## src/hw/bsc_map.svh

```systemverilog
// Functional notes
// Scene recall drives blind to stored percent
// Scene recall moves slats to stored percent
// Safety engages when value equals chosen polarity
// Safety engage applies unchanged, up, down, stop
// Stop de-energises both motor relays at once
// Missing safety telegram within monitor time engages
// Monitor time zero disables watchdog entirely
// Tool reset clears any active safety
// Safety survives supply return until released
// Second safety input with identical settings
// Release applies unchanged, up, down, stop, preset
// Unchanged release keeps relays and running motion
// Supply loss sets relays as configured
// Up/down on supply loss is best effort
// Supply recovery applies configured relay reaction
// Referencing disabled ignores reference requests
// No-reaction mode parks at reference end
// Return mode drives back to recorded position
// Automatic resumes only after recorded position reached
// Position command during referencing runs afterwards
// Scene byte: index minus one, plus 128 stores
// Direct positioning drives straight to target
// Safety blocks ordinary commands; release after all clear
`ifndef BSC_MAP_SVH
`define BSC_MAP_SVH

`define BSC_CLK_HZ 100000000
`define BSC_MON_UNIT_S 1
`define BSC_SEC_CYCLES (`BSC_CLK_HZ * `BSC_MON_UNIT_S)
`define BSC_TRAVEL_MS 60000
`define BSC_STEP_CYCLES ((`BSC_CLK_HZ / 1000 / 100) * `BSC_TRAVEL_MS)

`define BSC_OFS_CTRL 6'h00
`define BSC_OFS_MON 6'h01
`define BSC_OFS_STATUS 6'h02
`define BSC_OFS_PRESET 6'h03
`define BSC_OFS_SLOT0 6'h08
`define BSC_NUM_SLOTS 8

`define BSC_CTRL_RST 32'h0000010D
`define BSC_CTRL_MASK 32'h00007FFF
`define BSC_SLOT_MASK 32'h007F7F7F
`define BSC_PRESET_MASK 32'h00007F7F

`define BSC_B_SAF_EN 0
`define BSC_B_POL 2
`define BSC_F_TRIG 5:4
`define BSC_F_REL 8:6
`define BSC_F_FAIL 10:9
`define BSC_F_RECOV 12:11
`define BSC_F_REF 14:13
`define BSC_F_MON_A 15:0
`define BSC_F_MON_B 31:16
`define BSC_F_NUM 6:0
`define BSC_F_POS 14:8
`define BSC_F_SLAT 22:16

`define BSC_PCT_MAX 7'h64
`define BSC_STORE_BIT 7

`endif

```

## src/hw/bsc_pkg.sv

```systemverilog
package bsc_pkg;

    typedef enum logic [3:0] {
        BSC_IDLE = 4'h1,
        BSC_UP = 4'h2,
        BSC_DOWN = 4'h4,
        BSC_POS = 4'h8
    } bsc_mode_t;

    // Reaction codes shared by safety, release and supply events.
    typedef enum logic [2:0] {
        BSC_ACT_KEEP = 3'h0,
        BSC_ACT_UP = 3'h1,
        BSC_ACT_DOWN = 3'h2,
        BSC_ACT_STOP = 3'h3,
        BSC_ACT_PRESET = 3'h4
    } bsc_act_t;

    typedef enum logic [1:0] {
        BSC_REF_OFF = 2'h0,
        BSC_REF_STAY = 2'h1,
        BSC_REF_RETURN = 2'h2
    } bsc_ref_t;

    typedef struct packed {
        logic cyc;
        logic stb;
        logic we;
        logic [7:0] adr;
        logic [3:0] sel;
        logic [31:0] dat;
    } bsc_wb_req_t;

    typedef struct packed {
        logic ack;
        logic [31:0] dat;
    } bsc_wb_rsp_t;

    typedef struct packed {
        logic ack;
        logic [31:0] rdat;
        logic [31:0] ctrl;
        logic [31:0] mon;
        logic [31:0] preset;
        logic [7:0][31:0] slot;
        logic [31:0] sec_cnt;
        logic [31:0] step_cnt;
        logic [1:0] saf;
        logic [1:0][15:0] wd;
        bsc_mode_t mode;
        logic [6:0] pos;
        logic [6:0] slat;
        logic [6:0] tpos;
        logic [6:0] tslat;
        logic ref_busy;
        logic [6:0] ref_pos;
        logic [6:0] ref_slat;
        logic pend_v;
        logic [6:0] pend_pos;
        logic [6:0] pend_slat;
        logic auto_on;
        logic auto_was;
        logic auto_wait;
        logic rly_up;
        logic rly_down;
    } bsc_state_t;

endpackage

```

## src/hw/bsc_blind_ctrl.sv

```systemverilog
// The implementer's own choices: the Wishbone register port and the register offsets.
`timescale 1ns/1ps
`default_nettype none
`include "bsc_map.svh"

module bsc_blind_ctrl #(
    parameter int unsigned SEC_CYCLES = `BSC_SEC_CYCLES,
    parameter int unsigned STEP_CYCLES = `BSC_STEP_CYCLES
) (
    // Clock and reset
    input wire logic clk_i,
    input wire logic rst_i,
    // Register bus
    input wire bsc_pkg::bsc_wb_req_t wb_req_i,
    output bsc_pkg::bsc_wb_rsp_t wb_rsp_o,
    // Safety telegrams, bit 0 is input A and bit 1 input B
    input wire logic [1:0] saf_stb_i,
    input wire logic [1:0] saf_val_i,
    // Movement telegrams
    input wire logic move_stb_i,
    input wire logic move_down_i,
    input wire logic stop_stb_i,
    input wire logic pos_stb_i,
    input wire logic [7:0] target_position_command_i,
    input wire logic [7:0] slat_command_i,
    // Automatic operation
    input wire logic auto_set_i,
    input wire logic auto_val_i,
    input wire logic auto_stb_i,
    input wire logic [7:0] auto_pos_i,
    input wire logic [7:0] auto_slat_i,
    // Scene, reference and system events
    input wire logic scene_stb_i,
    input wire logic [7:0] scene_byte_i,
    input wire logic ref_stb_i,
    input wire logic tool_reset_i,
    input wire logic supply_loss_event_i,
    input wire logic supply_back_i,
    // Motor relays
    output logic relay_up_o,
    output logic relay_down_o
);
    import bsc_pkg::*;

    bsc_state_t s;
    bsc_state_t next_s;
    logic acc;
    logic sec_tick;
    logic step_tick;
    logic was_saf;
    logic now_saf;
    logic [6:0] sc_no;
    logic [31:0] wr_word;

    // Converts a 0..255 telegram value to whole percent, rounded.
    function automatic logic [6:0] pct_of(input logic [7:0] v);
        logic [15:0] t;
        t = ({8'h00, v} * 16'h0064 + 16'h007F) / 16'h00FF;
        return t[6:0];
    endfunction

    // Stored percentages are clamped so a bad register write cannot overrun.
    function automatic logic [6:0] clamp(input logic [6:0] v);
        return (v > `BSC_PCT_MAX) ? `BSC_PCT_MAX : v;
    endfunction

    function automatic logic [31:0] merge(input logic [31:0] old, input logic [31:0] nw,
                                          input logic [3:0] sel);
        logic [31:0] r;
        r = old;
        for (int b = 0; b < 4; b++) begin
            if (sel[b]) begin
                r[b*8 +: 8] = nw[b*8 +: 8];
            end
        end
        return r;
    endfunction

    // Fixed reactions; keep returns the running mode so motion finishes.
    function automatic bsc_mode_t react(input logic [2:0] a, input bsc_mode_t cur);
        case (a)
            BSC_ACT_UP: return BSC_UP;
            BSC_ACT_DOWN: return BSC_DOWN;
            BSC_ACT_STOP: return BSC_IDLE;
            default: return cur;
        endcase
    endfunction

    assign acc = wb_req_i.cyc && wb_req_i.stb && !s.ack;
    assign sec_tick = (s.sec_cnt == 32'(SEC_CYCLES - 1));
    assign step_tick = (s.step_cnt == 32'(STEP_CYCLES - 1));
    assign was_saf = |s.saf;
    assign sc_no = {1'b0, scene_byte_i[5:0]} + 7'h01;
    assign wr_word = wb_req_i.dat;

    always_comb begin
        next_s = s;
        next_s.ack = 1'b0;
        now_saf = 1'b0;

        // Register slave: one-cycle ack the edge after the request appears.
        if (acc) begin
            next_s.ack = 1'b1;
            next_s.rdat = 32'h00000000;
            case (wb_req_i.adr[7:2])
                `BSC_OFS_CTRL: begin
                    next_s.rdat = s.ctrl;
                    if (wb_req_i.we) begin
                        next_s.ctrl = merge(s.ctrl, wr_word, wb_req_i.sel) & `BSC_CTRL_MASK;
                    end
                end
                `BSC_OFS_MON: begin
                    next_s.rdat = s.mon;
                    if (wb_req_i.we) begin
                        next_s.mon = merge(s.mon, wr_word, wb_req_i.sel);
                    end
                end
                `BSC_OFS_STATUS: begin
                    next_s.rdat = {10'h000, s.auto_on, s.rly_down, s.rly_up, s.ref_busy, s.saf,
                                   1'b0, s.slat, 1'b0, s.pos};
                end
                `BSC_OFS_PRESET: begin
                    next_s.rdat = s.preset;
                    if (wb_req_i.we) begin
                        next_s.preset = merge(s.preset, wr_word, wb_req_i.sel) & `BSC_PRESET_MASK;
                    end
                end
                default: begin
                    if (wb_req_i.adr[7:5] == 3'h1) begin
                        next_s.rdat = s.slot[wb_req_i.adr[4:2]];
                        if (wb_req_i.we) begin
                            next_s.slot[wb_req_i.adr[4:2]] =
                                merge(s.slot[wb_req_i.adr[4:2]], wr_word, wb_req_i.sel) & `BSC_SLOT_MASK;
                        end
                    end
                end
            endcase
        end

        next_s.sec_cnt = sec_tick ? 32'h00000000 : s.sec_cnt + 32'h00000001;
        next_s.step_cnt = step_tick ? 32'h00000000 : s.step_cnt + 32'h00000001;

        // Safety inputs A and B share one code path with their own settings.
        for (int i = 0; i < 2; i++) begin
            if (!s.ctrl[`BSC_B_SAF_EN + i]) begin
                next_s.saf[i] = 1'b0;
                next_s.wd[i] = 16'h0000;
            end else if (saf_stb_i[i]) begin
                next_s.wd[i] = 16'h0000;
                next_s.saf[i] = (saf_val_i[i] == s.ctrl[`BSC_B_POL + i]);
            end else if (sec_tick && s.mon[i*16 +: 16] != 16'h0000) begin
                // The shared second tick can fire up to one second late, but never early.
                if (s.wd[i] >= s.mon[i*16 +: 16]) begin
                    next_s.saf[i] = 1'b1;
                end else begin
                    next_s.wd[i] = s.wd[i] + 16'h0001;
                end
            end
        end
        // A tool reset outranks every safety source in the same cycle.
        if (tool_reset_i) begin
            next_s.saf = 2'b00;
            next_s.wd = '0;
        end
        now_saf = |next_s.saf;

        // Motion model: one percent per step tick, position first then slats.
        if (step_tick) begin
            case (s.mode)
                BSC_UP: begin
                    if (s.pos != 7'h00) begin
                        next_s.pos = s.pos - 7'h01;
                    end else begin
                        next_s.mode = BSC_IDLE;
                    end
                end
                BSC_DOWN: begin
                    if (s.pos != `BSC_PCT_MAX) begin
                        next_s.pos = s.pos + 7'h01;
                    end else begin
                        next_s.mode = BSC_IDLE;
                    end
                end
                BSC_POS: begin
                    if (s.pos > s.tpos) begin
                        next_s.pos = s.pos - 7'h01;
                    end else if (s.pos < s.tpos) begin
                        next_s.pos = s.pos + 7'h01;
                    end else if (s.slat > s.tslat) begin
                        next_s.slat = s.slat - 7'h01;
                    end else if (s.slat < s.tslat) begin
                        next_s.slat = s.slat + 7'h01;
                    end else begin
                        next_s.mode = BSC_IDLE;
                        if (s.auto_wait) begin
                            next_s.auto_on = 1'b1;
                            next_s.auto_wait = 1'b0;
                        end
                    end
                end
                BSC_IDLE: begin
                end
                default: next_s.mode = BSC_IDLE;
            endcase
        end

        // Reference run ends at the upper end stop.
        if (s.ref_busy && next_s.mode == BSC_IDLE && s.pos == 7'h00) begin
            next_s.ref_busy = 1'b0;
            if (s.pend_v) begin
                next_s.pend_v = 1'b0;
                next_s.tpos = s.pend_pos;
                next_s.tslat = s.pend_slat;
                next_s.mode = BSC_POS;
            end else if (s.ctrl[`BSC_F_REF] == BSC_REF_RETURN) begin
                next_s.tpos = s.ref_pos;
                next_s.tslat = s.ref_slat;
                next_s.mode = BSC_POS;
                next_s.auto_wait = s.auto_was;
            end
        end else if (s.ref_busy && s.mode == BSC_IDLE) begin
            // A reference run cut short by a stop is dropped so later commands are not held forever.
            next_s.ref_busy = 1'b0;
            next_s.pend_v = 1'b0;
        end

        // Ordinary commands only while no safety input is engaged.
        if (!was_saf && !now_saf) begin
            if (move_stb_i) begin
                next_s.mode = move_down_i ? BSC_DOWN : BSC_UP;
            end
            if (stop_stb_i) begin
                next_s.mode = BSC_IDLE;
            end
            if (auto_set_i) begin
                next_s.auto_on = auto_val_i;
                next_s.auto_wait = 1'b0;
            end
            if (pos_stb_i || (auto_stb_i && s.auto_on)) begin
                if (next_s.ref_busy) begin
                    next_s.pend_v = 1'b1;
                    next_s.pend_pos = pos_stb_i ? pct_of(target_position_command_i) : pct_of(auto_pos_i);
                    next_s.pend_slat = pos_stb_i ? pct_of(slat_command_i) : pct_of(auto_slat_i);
                end else begin
                    next_s.tpos = pos_stb_i ? pct_of(target_position_command_i) : pct_of(auto_pos_i);
                    next_s.tslat = pos_stb_i ? pct_of(slat_command_i) : pct_of(auto_slat_i);
                    next_s.mode = BSC_POS;
                end
            end
            if (scene_stb_i && !scene_byte_i[6]) begin
                for (int k = 0; k < `BSC_NUM_SLOTS; k++) begin
                    if (s.slot[k][`BSC_F_NUM] == sc_no) begin
                        if (scene_byte_i[`BSC_STORE_BIT]) begin
                            next_s.slot[k][`BSC_F_POS] = s.pos;
                            next_s.slot[k][`BSC_F_SLAT] = s.slat;
                        end else begin
                            next_s.tpos = clamp(s.slot[k][`BSC_F_POS]);
                            next_s.tslat = clamp(s.slot[k][`BSC_F_SLAT]);
                            next_s.mode = BSC_POS;
                        end
                    end
                end
            end
            // The reference run always approaches the upper end stop.
            if (ref_stb_i && !s.ref_busy && s.ctrl[`BSC_F_REF] != BSC_REF_OFF) begin
                next_s.ref_busy = 1'b1;
                next_s.ref_pos = s.pos;
                next_s.ref_slat = s.slat;
                next_s.auto_was = s.auto_on;
                next_s.auto_on = 1'b0;
                next_s.pend_v = 1'b0;
                next_s.mode = BSC_UP;
            end
        end

        if (!was_saf && now_saf) begin
            next_s.mode = react({1'b0, s.ctrl[`BSC_F_TRIG]}, next_s.mode);
        end else if (was_saf && !now_saf) begin
            if (s.ctrl[`BSC_F_REL] == BSC_ACT_PRESET) begin
                next_s.tpos = clamp(s.preset[6:0]);
                next_s.tslat = clamp(s.preset[14:8]);
                next_s.mode = BSC_POS;
            end else begin
                next_s.mode = react(s.ctrl[`BSC_F_REL], next_s.mode);
            end
        end

        // Up or down may not complete if the reserve energy is already spent.
        if (supply_loss_event_i) begin
            next_s.mode = react({1'b0, s.ctrl[`BSC_F_FAIL]}, next_s.mode);
        end
        // Safety flags are left alone here so they persist across recovery.
        if (supply_back_i) begin
            next_s.mode = react({1'b0, s.ctrl[`BSC_F_RECOV]}, next_s.mode);
        end

        next_s.rly_up = (next_s.mode == BSC_UP) || (next_s.mode == BSC_POS &&
            (next_s.pos > next_s.tpos || (next_s.pos == next_s.tpos && next_s.slat > next_s.tslat)));
        next_s.rly_down = (next_s.mode == BSC_DOWN) || (next_s.mode == BSC_POS &&
            (next_s.pos < next_s.tpos || (next_s.pos == next_s.tpos && next_s.slat < next_s.tslat)));
    end

    always_ff @(posedge clk_i) begin
        if (rst_i) begin
            s <= '0;
            s.ctrl <= `BSC_CTRL_RST;
            s.mode <= BSC_IDLE;
        end else begin
            s <= next_s;
        end
    end

    assign wb_rsp_o.ack = s.ack;
    assign wb_rsp_o.dat = s.rdat;
    assign relay_up_o = s.rly_up;
    assign relay_down_o = s.rly_down;
endmodule // bsc_blind_ctrl

`default_nettype wire

```

## config.mk

```make
export PLATFORM = sky130hd
export DESIGN_NAME = bsc_blind_ctrl
export DESIGN_NICKNAME = d
export VERILOG_FILES = /design/src/hw/bsc_pkg.sv /design/src/hw/bsc_blind_ctrl.sv
export VERILOG_INCLUDE_DIRS = /design/src /design/src/hw
export SDC_FILE = /design/constraint.sdc
export NUM_CORES = 2
export LEC_CHECK = 0
export BUFFER_PORTS_ARGS = -buffer_cell sky130_fd_sc_hd__buf_4
export CORE_ASPECT_RATIO = 1.5
export CORE_MARGIN = 2
export CORE_UTILIZATION = 64
export DETAILED_ROUTE_END_ITERATION = 8
export PLACE_DENSITY = 0.82
export SLEW_MARGIN = 20
export SYNTH_ARGS = -nofsm -noshare
export SYNTH_HDL_FRONTEND = slang
export SYNTH_SLANG_ARGS = --single-unit
export TNS_END_PERCENT = 1
```

## constraint.sdc

```tcl
create_clock -name clk_i -period 16.3 [get_ports clk_i]
set_clock_uncertainty 0.2 [all_clocks]
set_input_delay 4.075 -clock clk_i [delete_from_list [all_inputs] [get_ports clk_i]]
set_output_delay 4.075 -clock clk_i [all_outputs]
set_load 0.03 [all_outputs]
```

## After elaboration in Yosys (flattened, before gate mapping)

Cells that the tools add are included.
Widths: inputs -> output; s select.

| word-level totals | value |
|---|---|
| bits in registers | 515 |
| output and inout bits | 35 |
| word-level logic and storage cells | 458 |
| input bits | 105 |

| operators by class | value |
|---|---|
| muxes and demuxes | 260 |
| $lt $le $gt $ge | 30 |
| div/mod/pow operators | 4 |
| $add $sub $neg | 13 |
| equality and inequality tests | 40 |
| bitwise operators | 5 |
| multipliers | 4 |
| reduce and logical (&&, ||, !) cells | 55 |

Operators by type and width:

| kind | count |
|---|---|
| $mux 7 | 111 |
| $mux 256 | 3 |
| $mux 14 | 28 |
| $mux 385 | 1 |
| $bwmux 256 | 1 |
| $mux 32 | 7 |
| $mux 4 | 47 |
| $mux 16 | 9 |
| $pmux 32 s4 | 1 |
| $gt 7x7->1 const B | 18 |
| $bmux 32 s3 | 1 |
| $demux 32 s3 | 1 |
| $add 15x7->16 const B | 4 |
| $add 32x1->32 const B | 2 |
| $div 16x8->16 const B | 4 |
| $eq 7x7->1 | 9 |
| $mux 15 | 4 |
| $mul 8x5->13 const B | 4 |
| $pmux 4 s3 | 4 |
| $mux 47 | 1 |
| $mux 8 | 5 |
| $reduce_and 4->1 | 9 |
| $mux 34 | 1 |
| $add 16x1->16 const B | 2 |
| 42 further kinds | 134 |

## Logic depth before layout (Yosys ltp)

| depth | value |
|---|---|
| word-level depth | 55 |
| depth in mapped cells | 50 |
| mapped depth without buffers | 45 |

## Worst setup path after synthesis

Ideal clock, no wire load.

| timing | value |
|---|---|
| path type | input port to flip-flop |
| start | input auto_pos_i[2] |
| end | register s, in the netlist relay_up_o |
| stages on the path | 43 |
| data required time | 16042 ps |
| setup time | 58 ps |
| arrival time | 13027 ps |
| path buffers | 2 |
| slack | 3015 ps |
| cells stage by stage | ha_1 -> ha_1 -> fa_1 -> ha_1 -> a211o_1 -> and2_1 -> or4_4 -> a22oi_2 -> a211oi_1 -> or3_1 -> buf_2 -> a211oi_1 -> o311ai_1 -> or3_1 -> buf_2 -> o41ai_4 -> o211ai_1 -> mux2_4 -> [7 not listed] -> ha_1 -> o21a_1 -> o211a_1 -> a211o_1 -> o41ai_2 -> a21oi_1 -> ha_1 -> nor2b_1 -> o21a_1 -> o21ai_0 -> nand2b_1 -> a21oi_1 -> nor2b_1 -> o21ai_0 -> nand2b_1 -> o2111ai_1 -> nor3b_1 -> o21a_1 |

RTL lines:

| what | line | text |
|---|---|---|
| from (decl) | bsc_blind_ctrl.sv:30 | `input wire logic [7:0] auto_pos_i,` |
| to (signal assigned) | bsc_blind_ctrl.sv:309 | `s <= next_s;` |
| to (decl) | bsc_blind_ctrl.sv:45 | `bsc_state_t s;` |

## Final worst setup path

| timing | value |
|---|---|
| start | input auto_slat_i[2] |
| end | register s, in the netlist relay_up_o |

| between the ends | value |
|---|---|
| longest elaborated chain between the ends | 35 |

RTL lines:

| what | line | text |
|---|---|---|
| from (decl) | bsc_blind_ctrl.sv:31 | `input wire logic [7:0] auto_slat_i,` |
| $mul 8x5->13 (*) | bsc_blind_ctrl.sv:58 | `t = ({8'h00, v} * 16'h0064 + 16'h007F) / 16'h00FF;` |
| $add 15x7->16 (*) | bsc_blind_ctrl.sv:58 |  |
| $div 16x8->16 (*) | bsc_blind_ctrl.sv:58 |  |
| $mux 7 (*) | bsc_blind_ctrl.sv:246 | `next_s.tslat = pos_stb_i ? pct_of(slat_command_i) : pct_of(auto_slat_i);` |
| $mux 14 (*) | bsc_blind_ctrl.sv:240 | `if (next_s.ref_busy) begin` |
| $mux 14 (*) | bsc_blind_ctrl.sv:239 | `if (pos_stb_i \|\| (auto_stb_i && s.auto_on)) begin` |
| $mux 14 (*) | bsc_blind_ctrl.sv:228 | `if (!was_saf && !now_saf) begin` |
| $mux 14 | bsc_blind_ctrl.sv:253 | `` if (scene_byte_i[`BSC_STORE_BIT]) begin `` |
| [19 not listed] | -- |  |
| $mux 14 | bsc_blind_ctrl.sv:279 | `` if (s.ctrl[`BSC_F_REL] == BSC_ACT_PRESET) begin `` |
| $mux 14 | bsc_blind_ctrl.sv:278 | `end else if (was_saf && !now_saf) begin` |
| $mux 14 (*) | bsc_blind_ctrl.sv:276 | `if (!was_saf && now_saf) begin` |
| $gt 7x7->1 (*) | bsc_blind_ctrl.sv:298 | `(next_s.pos > next_s.tpos \|\| (next_s.pos == next_s.tpos && next_s.slat > next_s.tslat)));` |
| $logic_and 1x1->1 (*) | bsc_blind_ctrl.sv:298 |  |
| $logic_or 1x1->1 (*) | bsc_blind_ctrl.sv:298 |  |
| $logic_and 1x1->1 (*) | bsc_blind_ctrl.sv:297 | `next_s.rly_up = (next_s.mode == BSC_UP) \|\| (next_s.mode == BSC_POS &&` |
| $logic_or 1x1->1 (*) | bsc_blind_ctrl.sv:297 |  |

Every way passes the cells marked *; elsewhere a longest branch is shown, timed or not. The select of a mux whose other input is x is not followed.
A chain may end at the register's enable or synchronous reset.

==> results.tsv <==
stage	metric	value	unit
cells_and_area	layout cells sized above 1	10.40	%
synthesis	synthesized flop and latch total	515	
pwr	NetSw	1.583	mW
outcome	status	finished, violations left	
critical_path	Worst R2R Path Depth	27	
critical_path	critical path capture point type	flop	
floorplanning	die area	57430	um^2
synthesis	Cell variety after synth	113	
sta	Period minus WS final	14810	ps
drt	Routed Wire Length	117600	um
floorplanning	DIE WIDTH	196.3	um
drt	wire per inst	23.11	um
sta	Worst Tran Pin Value	1172	ps
sta	Achievable Freq	0.06754	GHz
global_route	pin count of the biggest net entering global routing	104	
cells_and_area	Design Area, Final	38280	um^2
sta	setup_tns	0	ps
worst_hold_path	hold depth	2	
sta	Final WS setup	1494	ps
clocking	clock sinks	515	
critical_path	r2r endpoint	relay_up_o$_SDFF_PP0_	
place	dpl hpwl	84590	um
drt	Detailed Routing Iterations Pass 1	9	
critical_path	register-to-register setup slack	7710	ps
synthesis	Synthesized Nets	4712	
clocking	clock root cell	clkbuf_16	
floorplanning	I/O Pins	140	
critical_path	CP required	16580	ps
clocking	post-CTS setup buffer count	0	
drt	DR DRC count	1	
cells_and_area	# nets final	4670	
clocking	clk slew on worst S/H paths	60	ps
synthesis	Async SR Flop Fraction	0	%
pwr	Switching Share	38.40	%
global_route	antenna violations before repair	4	
drt	Vias/cell	6.853	
critical_path	CP dominant cell by count	ha_1	
sta	# setup viols final	0	
worst_hold_path	min-delay src	s[21]$_SDFFE_PP0P_	
cells_and_area	Final Util	69.88	%
sta	Tcrit/Tclk final	90.83	%
floorplanning	initial core utilization	64.83	%
sta	fin. max-slew vios	0	
clocking	Max clock buf depth	3	
floorplanning	# rows	105	
synthesis	Syn Area/Cell	8.071	um^2
clocking	CTS Buf Count	48	
critical_path	CP Launch Point	auto_slat_i[2]	
place	pre-CTS setup slack	1122	ps
synthesis	register area share after synthesis	29.03	%
synthesis	Top FF cell, synth	dfxtp_1	
critical_path	Slowest cell on crit path	xor2_1	
pwr	Pleak	14.59	nW
synthesis	EDFF count, synth	0	
synthesis	Synth Warn #	0	
critical_path	Worst path max stage delay	700	ps
floorplanning	core box area	54780	um^2
drt	DR vias	34880	
place	DP Area	36620	um^2
clocking	post-CTS sizing	0	
sta	Fin Hold WS	255.5	ps
clocking	worst skew pair latency	600	ps
pwr	Power Total	4.122	mW
sta	worst rel slew slack	21.67	%
global_route	total gr overflow	0	
sta	final hold viol count	0	
pwr	Clk pwr share	28.6	%
clocking	CTS tree	yes	
clocking	Post-CTS Hold Buffers	0	
drt	ANT nets after route	0	
pwr	peak supply drop	0.09090	mV
pwr	pwr/cell area	107.7	nW/um^2
synthesis	Mapped Area	35510	um^2
flow_run	max_cap viols	0	
global_route	vias in the first global route	33650	
global_route	Total GRT Usage	39.80	%
sta	RSZ-0062 raised after global routing	false	
critical_path	crit path to	relay_up_o$_SDFF_PP0_	
critical_path	critical path type	input port to flop	
place	# port buffers	137	
synthesis	synthesized instance count	4400	
critical_path	Max FO, Critical Path	12	
pwr	Flop pwr share	31.2	%
global_route	first-pass GRT wire length	181500	um
worst_hold_path	min-delay worst type	flop to flop	
pwr	Gate power share	40.2	%
drt	DRT iter0 DRCs	3638	
critical_path	CP Launch Type	input port	
place	Placer Congestion	1.028	
pwr	Int Power	2.539	mW
floorplanning	Vert. Die Dim	292.5	um
critical_path	R2R Path Start	s[49]$_SDFF_PP0_	
cells_and_area	non-filler instance count after layout	5090	
clocking	H-tree lvl count	2	
cells_and_area	Area growth syn-to-layout	7.790	%
place	Inst Count DP	5003	
critical_path	Worst EP arrival	15090	ps
outcome	failing checks	DRC	
==> power by group through the flow <==
| stage | Combinational, mW | Sequential, mW | Clock (mW) |
|---|---|---|---|
| CTS | 1.60 | 1.29 | 1.18 |
| global route | 1.79 | 1.29 | 1.23 |
| detailed placement | 1.59 | 1.31 | 0 |
| global placement | 1.58 | 1.31 | 0 |
| finish | 1.66 | 1.29 | 1.18 |
| floorplan | 1.22 | 1.31 | 0 |
==> cells in the mapped netlist, types with 19 or more instances <==
cell type,number,share of area (%)
nor3_1,107,1.5
dfxtp_1,515,29
nand2_1,614,6.5
clkbuf_1,214,2.3
xnor2_1,103,2.5
nor2_1,498,5.3
nand3_1,121,1.7
and3_1,54,0.95
inv_1,137,1.4
o21a_1,20,0.42
mux2i_1,128,3.6
a21o_1,53,1.1
or3_1,32,0.56
a311oi_1,93,2.3
nand4_1,44,0.78
o21ai_0,145,2.0
ha_1,195,6.9
a211oi_1,76,1.6
buf_4,33,0.70
nor4_1,54,0.95
and2_1,115,2.0
o22ai_1,31,0.55
mux2_2,26,0.82
a221oi_1,27,0.67
o211ai_1,41,0.87
a21oi_1,228,3.2
xor2_1,112,2.8
mux4_2,78,4.9
buf_1,20,0.21
o31ai_1,19,0.40
a31oi_1,29,0.51
nand2b_1,32,0.56
nor2b_1,43,0.76
a22oi_1,25,0.53
==> cells in the final DEF (no fill, tap or decap), types with 13 or more instances in the layout <==
cell type,Yosys,layout
nand2b_1,32,30
buf_4,33,188
nor2_1,498,497
nand4_1,44,44
a21oi_1,228,228
mux2i_1,128,126
a211oi_1,76,76
o211ai_1,41,41
xor2_1,112,110
a211o_1,18,18
xnor2_1,103,103
a31oi_1,29,29
and3_1,54,54
ha_1,195,195
clkbuf_16,0,48
nand3_1,121,120
a2111oi_0,13,13
nor4b_1,13,13
or3_1,32,32
o31a_1,13,13
mux2_2,26,26
o31ai_1,19,19
or2_2,18,18
o21a_1,20,20
a22oi_1,25,25
nand2_1,614,614
nor3_1,107,103
o22ai_1,31,31
dfxtp_1,515,515
a21o_1,53,53
nor4_1,54,51
a221oi_1,27,27
and2_1,115,115
mux4_2,78,78
o21ai_0,145,145
inv_1,137,137
a311oi_1,93,93
nor2b_1,43,43
==> routing by layer <==
| layer | up-vias | share of wire [%] | track usage, % |
|---|---|---|---|
| li1 | 15820 | - | - |
| met1 | 16430 | 34 | 41.75 |
| met2 | 1913 | 48 | 68.46 |
| met3 | 715 | 8.6 | 7.818 |
| met4 | 2 | 9.7 | 33.52 |
| met5 | - | 0.011 | 0 |
==> area by class of cell <==
| class | count | area (um^2) |
|---|---|---|
| inverters | 139 | 521.8 |
| fillers | 4394 | 16500 |
| well taps | 695 | 869.6 |
| multi-input cells | 3465 | 23530 |
| flip-flops and latches | 515 | 10310 |
| repair buffers | 189 | 1426 |
| diodes | 2 | 5.005 |
| clock inverters | 24 | 291.5 |
| clock buffers | 61 | 1330 |
==> cell families (layout without fill, tap and decap cells) <==
group,Yosys count,in the layout,share of synthesized area (%)
and+or+nand+nor,1819,1819,24.14
buffers and inverters,420,413,4.943
AOI/OAI and AO/OA,987,987,19.43
other,0,2,0
muxes,234,234,9.484
xor gates and xnor gates,217,217,5.394
adders and majority gates,208,208,7.575
DFF,515,515,29.03
==> worst max-delay path, delay by kind of cell <==
kind	cells	cell delay, ps
compound gates	16	3700
fa+ha+maj	6	1970
buf+inv	4	580
xor+xnor	1	700
mux	2	600
simple gates	14	3420
==> how the worst min path moves through the flow <==
stage / end / slack (ps)
final: s[21]$_SDFFE_PP0P_ / 260
after global routing: s[383]$_SDFFE_PP0P_ / 270
after CTS: s[21]$_SDFFE_PP0P_ / 260
after detailed placement: s[276]$_SDFFE_PP0P_ / 240
after global placement: s[244]$_SDFFE_PP0P_ / 240
after floorplan: s[236]$_SDFFE_PP0P_ / 220
Note: power is estimated with default switching activity, not from simulation.
